`config.mk`:
```
export PLATFORM = sky130hd
export DESIGN_NAME = peia_irq_aggregator
export DESIGN_NICKNAME = d
export VERILOG_FILES = /design/src/peia_pkg.sv /design/src/peia_irq_aggregator.sv /design/src/peia_event_reg.sv
export VERILOG_INCLUDE_DIRS = /design/src
export SDC_FILE = /design/constraint.sdc
export NUM_CORES = 1
export LEC_CHECK = 0
export ABC_AREA = 1
export BUFFER_PORTS_ARGS = -buffer_cell sky130_fd_sc_hd__clkbuf_2
export CAP_MARGIN = 25
export CORE_MARGIN = 2
export CORE_UTILIZATION = 50
export CTS_BUF_LIST = sky130_fd_sc_hd__clkbuf_8
export DETAILED_ROUTE_END_ITERATION = 16
export PLACE_DENSITY = 0.76
export SETUP_SLACK_MARGIN = 0.05
export SLEW_MARGIN = 20
export SYNTH_ARGS = -nofsm -noshare
export SYNTH_HDL_FRONTEND = slang
export SYNTH_HIERARCHICAL = 1
export SYNTH_SLANG_ARGS = --single-unit
```
`constraint.sdc`:
```
create_clock -name clk -period 2.8 [get_ports clk]
set_clock_uncertainty 0.05 [all_clocks]
set_input_delay 0.14 -clock clk [delete_from_list [all_inputs] [get_ports clk]]
set_output_delay 0.14 -clock clk [all_outputs]
set_load 0.01 [all_outputs]
```
`src/peia_map.svh`:
```
// register offsets, field positions and reset values of the event block
`ifndef PEIA_MAP_SVH
`define PEIA_MAP_SVH

// ---------------------------------------------------------------
// register offsets
// ---------------------------------------------------------------
`define PEIA_ADDR_SUMMARY     8'h00
`define PEIA_ADDR_MASK        8'h01
`define PEIA_ADDR_POWER       8'h02
`define PEIA_ADDR_POWER_RC    8'h03
`define PEIA_ADDR_PROBE       8'h04
`define PEIA_ADDR_PROBE_RC    8'h05
`define PEIA_ADDR_UNPLUG      8'h06
`define PEIA_ADDR_UNPLUG_RC   8'h07
`define PEIA_ADDR_OVERCUR     8'h08
`define PEIA_ADDR_OVERCUR_RC  8'h09
`define PEIA_ADDR_SUPPLY      8'h0a
`define PEIA_ADDR_SUPPLY_RC   8'h0b
`define PEIA_ADDR_TURNON      8'h24
`define PEIA_ADDR_TURNON_RC   8'h25

// ---------------------------------------------------------------
// event register indices
// ---------------------------------------------------------------
`define PEIA_IDX_POWER        3'd0
`define PEIA_IDX_PROBE        3'd1
`define PEIA_IDX_UNPLUG       3'd2
`define PEIA_IDX_OVERCUR      3'd3
`define PEIA_IDX_SUPPLY       3'd4
`define PEIA_IDX_TURNON       3'd5

// ---------------------------------------------------------------
// summary bit positions
// ---------------------------------------------------------------
`define PEIA_SUM_SUPPLY_ON    0
`define PEIA_SUM_PGOOD        1
`define PEIA_SUM_UNPLUG       2
`define PEIA_SUM_DETECT       3
`define PEIA_SUM_CLASS        4
`define PEIA_SUM_PI_FAULT     5
`define PEIA_SUM_START        6
`define PEIA_SUM_SUPPLY       7

// ---------------------------------------------------------------
// supply_flags field positions
// ---------------------------------------------------------------
`define PEIA_SUP_OFF_BIT      1
`define PEIA_SUP_CUT_LO       2
`define PEIA_SUP_CUT_HI       3

// ---------------------------------------------------------------
// reset values
// ---------------------------------------------------------------
`define PEIA_RST_FLAGS        8'h00
`define PEIA_RST_MASK         8'h80
`define PEIA_RST_RDATA        8'h00

`endif

```
`src/peia_pkg.sv`:
```
// types and address decoding shared by the event block
`include "peia_map.svh"

package peia_pkg;

   typedef logic [7:0] peia_byte_t;
   typedef logic [2:0] peia_idx_t;

   typedef struct packed {
      logic      hit;
      logic      rc;
      peia_idx_t idx;
   } peia_dec_t;

   // ------------------------------------------------------------
   // event view decode
   // ------------------------------------------------------------
   function automatic peia_dec_t peia_decode(input peia_byte_t a);
      peia_dec_t d;
      peia_byte_t rel;
      d   = '0;
      rel = a - `PEIA_ADDR_POWER;
      if (a >= `PEIA_ADDR_POWER && a <= `PEIA_ADDR_SUPPLY_RC) begin
         d.hit = 1'b1;
         d.rc  = a[0];
         d.idx = rel[3:1];
      end else if (a == `PEIA_ADDR_TURNON || a == `PEIA_ADDR_TURNON_RC) begin
         d.hit = 1'b1;
         d.rc  = a[0];
         d.idx = `PEIA_IDX_TURNON;
      end
      return d;
   endfunction : peia_decode

endpackage : peia_pkg

```
`src/peia_irq_aggregator.sv`:
```
// event flags, interrupt summary and interrupt pin for two quads
`timescale 1ns/1ps

// Behaviour
// - each event register readable plainly and as a read-clears view.
// - views sit in pairs at 0x02..0x0B and 0x24, plain view first.
// - read-clears view returns flags then clears exactly those returned.
// - unplug summary set by emergency-off flag or any unplugged flag.
// - summary bit is OR of its sources, clears when all are zero.
// - irq_n released when no enabled summary bit on either quad, or by the release command.
// - halt, power-off, reinit, quad reset, shutdown, wipe clear port flags.
// - clearing the last enabled source on both quads releases irq_n.
// - power flags bits 7..4 mark power-good change of ports 4..1.
// - power flags bits 3..0 mark supply-on change of ports 4..1.
// - any power-good change flag sets the power-good summary bit.
// - any supply-on change flag sets the supply-on summary bit.
// - quad request is OR of summary AND mask; either quad pulls irq_n.
// - release command frees irq_n without clearing any flag.
module peia_irq_aggregator
   import peia_pkg::*;
(
   input  wire logic                  clk,
   input  wire logic                  rst,
   input  wire logic                  quad_sel,
   input  wire peia_byte_t            reg_addr,
   input  wire logic                  reg_rd,
   input  wire logic                  reg_wr,
   input  wire peia_byte_t            reg_wdata,
   output peia_byte_t                 reg_rdata,
   output logic                       reg_rvalid,
   input  wire logic [1:0][3:0]       port_pgood,
   input  wire logic [1:0][3:0]       port_supply_on,
   input  wire logic [1:0][7:0]       probe_done_evt,
   input  wire logic [1:0][7:0]       unplug_cut_evt,
   input  wire logic [1:0][7:0]       overcurrent_evt,
   input  wire logic [1:0][7:0]       supply_evt,
   input  wire logic [1:0][7:0]       turn_on_fail_evt,
   input  wire logic [1:0][3:0]       port_op_select_halt,
   input  wire logic [1:0][3:0]       port_pushbutton_off,
   input  wire logic [1:0][3:0]       port_reinit,
   input  wire logic [1:0]            quad_reset,
   input  wire logic [1:0]            wipe_all_flags,
   input  wire logic                  release_irq_pin,
   output logic [1:0][7:0]            irq_summary,
   output logic                       irq_n
);

   // ------------------------------------------------------------
   // storage and helpers
   // ------------------------------------------------------------
   logic [1:0][5:0][7:0] flags;
   logic [1:0][5:0][7:0] set_v;
   logic [1:0][5:0][7:0] clr_v;
   logic [1:0][5:0]      take_v;
   peia_byte_t           mask_r [2];
   logic [1:0][3:0]      pgood_prev_r;
   logic [1:0][3:0]      son_prev_r;
   logic                 primed_r;
   logic [1:0][7:0]      req_v;
   logic [1:0][7:0]      req_prev_r;
   logic                 req_any;
   logic                 req_rise;
   logic                 released_r;
   logic                 released_nxt;
   logic                 irq_n_r;
   peia_byte_t           rdata_r;
   logic                 rvalid_r;
   peia_dec_t            dec;

   function automatic peia_byte_t summary_of(input logic [5:0][7:0] f);
      peia_byte_t s;
      s = '0;
      s[`PEIA_SUM_SUPPLY_ON] = |f[`PEIA_IDX_POWER][3:0];
      s[`PEIA_SUM_PGOOD]     = |f[`PEIA_IDX_POWER][7:4];
      s[`PEIA_SUM_UNPLUG]    = (|f[`PEIA_IDX_UNPLUG][7:4])
                             | f[`PEIA_IDX_SUPPLY][`PEIA_SUP_OFF_BIT];
      s[`PEIA_SUM_DETECT]    = |f[`PEIA_IDX_PROBE][3:0];
      s[`PEIA_SUM_CLASS]     = |f[`PEIA_IDX_PROBE][7:4];
      s[`PEIA_SUM_PI_FAULT]  = (|f[`PEIA_IDX_OVERCUR][7:4])
                             | (|f[`PEIA_IDX_UNPLUG][3:0])
                             | (|f[`PEIA_IDX_SUPPLY][3:2]);
      s[`PEIA_SUM_START]     = (|f[`PEIA_IDX_OVERCUR][3:0])
                             | (|f[`PEIA_IDX_TURNON]);
      // supply bit 0 feeds no summary bit
      s[`PEIA_SUM_SUPPLY]    = |f[`PEIA_IDX_SUPPLY][7:4];
      return s;
   endfunction : summary_of

   assign dec = peia_decode(reg_addr);

   // ------------------------------------------------------------
   // status change detection
   // ------------------------------------------------------------
   // first cycle after reset only samples, so a port already up
   // at release does not look like a change
   always_ff @(posedge clk) begin
      if (rst) begin
         primed_r <= 1'b0;
      end else begin
         primed_r <= 1'b1;
      end
   end

   // last cycle's levels, compared for toggles
   always_ff @(posedge clk) begin
      if (rst) begin
         pgood_prev_r <= '0;
      end else begin
         pgood_prev_r <= port_pgood;
      end
   end

   always_ff @(posedge clk) begin
      if (rst) begin
         son_prev_r <= '0;
      end else begin
         son_prev_r <= port_supply_on;
      end
   end

   // ------------------------------------------------------------
   // set, clear and read-take vectors
   // ------------------------------------------------------------
   always_comb begin
      set_v = '0;
      for (int q = 0; q < 2; q++) begin
         set_v[q][`PEIA_IDX_POWER][7:4] = primed_r ?
            (port_pgood[q] ^ pgood_prev_r[q]) : 4'h0;
         set_v[q][`PEIA_IDX_POWER][3:0] = primed_r ?
            (port_supply_on[q] ^ son_prev_r[q]) : 4'h0;
         set_v[q][`PEIA_IDX_PROBE]   = probe_done_evt[q];
         set_v[q][`PEIA_IDX_UNPLUG]  = unplug_cut_evt[q];
         set_v[q][`PEIA_IDX_OVERCUR] = overcurrent_evt[q];
         set_v[q][`PEIA_IDX_SUPPLY]  = supply_evt[q];
         set_v[q][`PEIA_IDX_TURNON]  = turn_on_fail_evt[q];
      end
   end

   always_comb begin
      logic [3:0] pp;
      logic       all_port;
      logic       whole;
      pp       = '0;
      all_port = 1'b0;
      whole    = 1'b0;
      clr_v    = '0;
      for (int q = 0; q < 2; q++) begin
         pp = port_op_select_halt[q] | port_pushbutton_off[q]
            | port_reinit[q];
         whole    = quad_reset[q] | wipe_all_flags[q];
         // emergency off drops every port of its quad
         all_port = whole | supply_evt[q][`PEIA_SUP_OFF_BIT];
         if (all_port) begin
            pp = 4'hf;
         end
         clr_v[q][`PEIA_IDX_PROBE]   = {pp, pp};
         clr_v[q][`PEIA_IDX_UNPLUG]  = {pp, pp};
         clr_v[q][`PEIA_IDX_OVERCUR] = {pp, pp};
         clr_v[q][`PEIA_IDX_SUPPLY][`PEIA_SUP_CUT_LO] = pp[0] | pp[1];
         clr_v[q][`PEIA_IDX_SUPPLY][`PEIA_SUP_CUT_HI] = pp[2] | pp[3];
         if (whole) begin
            for (int i = 0; i < 6; i++) begin
               clr_v[q][i] = 8'hff;
            end
         end
      end
   end

   always_comb begin
      take_v = '0;
      for (int q = 0; q < 2; q++) begin
         for (int i = 0; i < 6; i++) begin
            take_v[q][i] = reg_rd && dec.hit && dec.rc
                        && (dec.idx == 3'(i)) && (quad_sel == 1'(q));
         end
      end
   end

   // ------------------------------------------------------------
   // event registers
   // ------------------------------------------------------------
   // one store behind both views
   for (genvar q = 0; q < 2; q++) begin : g_quad
      for (genvar i = 0; i < 6; i++) begin : g_evt
         peia_event_reg u_evt (
            .clk      (clk),
            .set_bits (set_v[q][i]),
            .clr_bits (clr_v[q][i]),
            .rc_take  (take_v[q][i]),
            .rst      (rst),
            .flags    (flags[q][i])
         );
      end
   end

   // ------------------------------------------------------------
   // mask registers
   // ------------------------------------------------------------
   // only the mask takes writes; the event views are read only
   always_ff @(posedge clk) begin
      if (rst) begin
         mask_r[0] <= `PEIA_RST_MASK;
         mask_r[1] <= `PEIA_RST_MASK;
      end else if (reg_wr && reg_addr == `PEIA_ADDR_MASK) begin
         mask_r[quad_sel] <= reg_wdata;
      end
   end

   // ------------------------------------------------------------
   // summary and interrupt pin
   // ------------------------------------------------------------
   always_comb begin
      for (int q = 0; q < 2; q++) begin
         irq_summary[q] = summary_of(flags[q]);
         req_v[q] = irq_summary[q] & mask_r[q];
      end
      req_any  = |req_v;
      req_rise = |(req_v & ~req_prev_r);
   end

   // release is shared by both quads; a fresh enabled source
   // re-arms the pin, since a held-off pin would hide new events
   always_comb begin
      released_nxt = released_r;
      if (release_irq_pin) begin
         released_nxt = 1'b1;
      end
      if (req_rise || !req_any) begin
         released_nxt = 1'b0;
      end
   end

   always_ff @(posedge clk) begin
      if (rst) begin
         req_prev_r <= '0;
      end else begin
         req_prev_r <= req_v;
      end
   end

   always_ff @(posedge clk) begin
      if (rst) begin
         released_r <= 1'b0;
      end else begin
         released_r <= released_nxt;
      end
   end

   always_ff @(posedge clk) begin
      if (rst) begin
         irq_n_r <= 1'b1;
      end else begin
         irq_n_r <= ~(req_any & ~released_nxt);
      end
   end

   assign irq_n = irq_n_r;

   // ------------------------------------------------------------
   // register read port
   // ------------------------------------------------------------
   always_ff @(posedge clk) begin
      if (rst) begin
         rvalid_r <= 1'b0;
      end else begin
         rvalid_r <= reg_rd;
      end
   end

   always_ff @(posedge clk) begin
      if (rst) begin
         rdata_r <= `PEIA_RST_RDATA;
      end else if (reg_rd) begin
         if (dec.hit) begin
            rdata_r <= flags[quad_sel][dec.idx];
         end else if (reg_addr == `PEIA_ADDR_SUMMARY) begin
            rdata_r <= irq_summary[quad_sel];
         end else if (reg_addr == `PEIA_ADDR_MASK) begin
            rdata_r <= mask_r[quad_sel];
         end else begin
            rdata_r <= `PEIA_RST_RDATA;
         end
      end
   end

   assign reg_rdata  = rdata_r;
   assign reg_rvalid = rvalid_r;

endmodule : peia_irq_aggregator

```
`src/peia_event_reg.sv`:
```
// one eight-bit sticky event register with clear-on-read
`timescale 1ns/1ps

module peia_event_reg
   import peia_pkg::*;
(
   input  wire logic       clk,
   input  wire peia_byte_t set_bits,
   input  wire peia_byte_t clr_bits,
   input  wire logic       rc_take,
   input  wire logic       rst,
   output peia_byte_t      flags
);

   peia_byte_t flags_r;
   peia_byte_t flags_nxt;
   peia_byte_t clr_all;

   always_comb begin
      clr_all = clr_bits | (rc_take ? flags_r : '0);
      flags_nxt = (flags_r & ~clr_all) | set_bits;
   end

   always_ff @(posedge clk) begin
      if (rst) begin
         flags_r <= `PEIA_RST_FLAGS;
      end else begin
         flags_r <= flags_nxt;
      end
   end

   assign flags = flags_r;

endmodule : peia_event_reg

```
==> run metrics <==
Worst Hold Class in -> reg; most common cell in the netlist inv_1; drt pass-1 iters 8; DRT iter0 DRCs approximately 850; Unique masters post-synth 37; GRT Total Usage 30.1%; unrepaired setup endpoints after global routing false; crit path kind in -> reg; CTS buffer count 17; fin crit share about four fifths; post-synthesis mux area share 0.990%; Synth Warn # 6; predominant post-synthesis flop cell dfxtp_1; Simple-Gate Fraction of Synth Area 31.7%; Clock Pin Slew Worst Setup and Hold Paths 0.09 ns; Async SR Flop Fraction 0%; Fin. Hold Viols 0; highest metal used met4; area of the die 17200 sq um; first-pass GRT wire length between 40000 and 50000 um; P per Cell Area ~480 nW/um^2; row count 46; Met3 Routed Length 1590 um; antenna-violating nets left 0; synthesized-area fraction occupied by adder cells 0.155%; Synth area leaders dfxtp_1 (35%), inv_1 (13%), nand2_1 (12%); Mean Syn Cell Area between 6 and 7 sq um; via/cell ratio around 5; worst path required time 3.12 ns; Reg2Reg Depth 8; largest family of logic cells by synthesized area simple AND/OR/NAND/NOR gates; number of remaining DRC errors 0; vias 8713; Seq. cell area about 3300 sq um; H-tree depth 4; Detailed Place HPWL roughly 18000 um; Leakage 5.79 nW; fraction of layout cells with a size suffix above 1 16.5%; GRT Residual Overflow 0; post-synth top area share 34.7%; Metal-1 WL 11100 um; routed wire length between 20000 and 30000 um; Yosys reg bits 156; CP Capture Type register; syn_nets 1390; worst hold path cell count 6; clock latency on the worst-skew pair 0.48 ns; sequential area share after synthesis slightly above 40%; starting density of the core between 50% and 60%; Core Region between 15000 and 20000 sq um; Pwr Total slightly above 5 mW; Max-slew headroom a little under three fifths; Slew Viols, Final 0; Max clock buf depth 2; crit-path max FO 14; CTS tree built; status finished, final reports clean; pin count of the biggest net entering global routing 96; # IOs 172; Routed WL per cell around 15 um; Slew @ Worst Pin between 0.6 and 0.7 ns; number of synthesized flops with an enable pin 16; Final Core Density between 60% and 70%; initial antenna violation count 0; Fill cells 1369; vias in the first global route between 8000 and 9000; gate count of the mapped netlist 1243; Peak supply drop 0.335 mV; root buf cell clkbuf_8; area of the multi-input gates 3500 sq um; met2 wire length 11900 um; buffers added on ports 171; cell area after synthesis 8090 sq um; post-route minimum period ~2.3 ns; nets 1659; Antenna Cells 0; Synth Area in Compound Gates 10.3%; Die W between 100 and 150 um; XOR/XNOR share of the synthesized area less than 1%; die outline height between 100 and 150 um; Final Wtd Congestion 0.925; # setup viols final 0; Area Overhead vs Synth 31.3%; Yosys top cell by area dfxtp_1; post-CTS setup buffer count 0; crit path DAT 2.58 ns; most instantiated cells after synthesis inv_1 (275), nand2_1 (255), dfxtp_1 (140), nand3_1 (136), nor2_1 (131); Critical Path Source Type input pin; Clock Sink Count between 150 and 200; Max-Cap Viols 0; setup TNS 0 ns; Peak Freq 442 MHz
==> worst max-delay path, stage by stage <==
cell	delay, ns
clkbuf_2	0.15
inv_1	0.14
ha_1	0.31
inv_1	0.08
nand3_2	0.18
buf_4	0.22
inv_1	0.08
nor2_4	0.19
nand2_1	0.09
nor2_1	0.12
inv_2	0.10
nand3_1	0.09
a21oi_1	0.08
dlygate4sd3_1	0.60
==> repair_timing <==
action	CTS	global route
gates resized for setup	0	0
endpoints found under the hold margin	125	0
hold buffers	111	0
==> worst paths after layout <==
path                                           startpoint                                      endpoint  slack [ns]
max                                           reg_addr[1]  g_quad[0].g_evt[4].u_evt/flags[2]$_SDFF_PP0_        0.54
min                                        port_reinit[5]  g_quad[1].g_evt[4].u_evt/flags[2]$_SDFF_PP0_        0.03
max reg2reg  g_quad[1].g_evt[2].u_evt/flags[0]$_SDFF_PP0_                         released_r$_SDFF_PP0_        0.89
min reg2reg  g_quad[0].g_evt[1].u_evt/flags[3]$_SDFF_PP0_  g_quad[0].g_evt[1].u_evt/flags[3]$_SDFF_PP0_        0.43
==> cells in the final DEF, fill, tap and decap left out, drive strengths merged <==
cell type / Yosys / layout
o21ai: 43 / 43
nor2: 138 / 138
dfxtp: 140 / 140
dlygate4sd3: 0 / 111
nand3: 140 / 140
clkbuf: 11 / 188
buf: 29 / 10
inv: 293 / 294
nand2: 258 / 258
nor3: 18 / 18
xor2: 1 / 1
nand4: 12 / 12
a21oi: 109 / 109
nand3b: 2 / 2
bufinv: 0 / 3
and2: 1 / 1
o22ai: 7 / 7
a211oi: 2 / 2
mux2i: 8 / 8
or2: 3 / 3
edfxtp: 16 / 16
nor4: 11 / 11
ha: 1 / 1
clkinv: 0 / 9
==> where the power goes <==
part	leakage [nW]	switching, mW	internal, mW
combinational	4.25	0.437	0.349
sequential	1.32	0.0931	2.38
clock	0.220	0.889	0.934
total	5.79	1.42	3.66
==> metrics by stage <==
stage	setup WS (ns)	instance area [sq um]	std cells	hold WS (ns)
2_1_floorplan	1.17	8090	1243	0.197
6_report	0.536	10600	1741	0.0256
4_1_cts	0.620	10600	1741	0.0102
3_5_place_dp	0.557	9080	1598	0.312
5_1_grt	0.380	10600	1741	0.0573
3_3_place_gp	0.617	9080	1598	0.309
==> cell families (layout without fill, tap and decap cells) <==
| kind of cell | count (synthesis) | in the layout |
|---|---|---|
| buffers and inverters | 333 | 615 |
| muxes | 8 | 8 |
| xor gates and xnor gates | 1 | 1 |
| AOI/OAI and AO/OA | 161 | 161 |
| and+or+nand+nor | 583 | 583 |
| adders and majority gates | 1 | 1 |
| DFF | 156 | 156 |
==> final cells by class <==
cell class                 count  share of cell area [%]
tap                          216                    2.54
sequential                   156                    30.9
clock inverter                13                    1.57
timing repair buffer         290                    19.2
clock buffer                  19                    2.46
multi-input combinational    754                    32.9
inverter                     293                    10.4
==> layer usage <==
layer	global-route usage, %	vias to the layer above
li1	-	4380
met1	36.9	3897
met2	50.2	348
met3	6.21	88
met4	15.6	0
met5	0	-
==> state kept, by name, indices dropped and copies added (netlist names) <==
name / count
mask_r: 16
irq_n: 1
primed_r: 1
pgood_prev_r: 8
reg_rvalid: 1
g_quad.g_evt.u_evt/flags: 96
reg_rdata: 8
son_prev_r: 8
released_r: 1
req_prev_r: 16
Power figures use the tool's default switching activity.
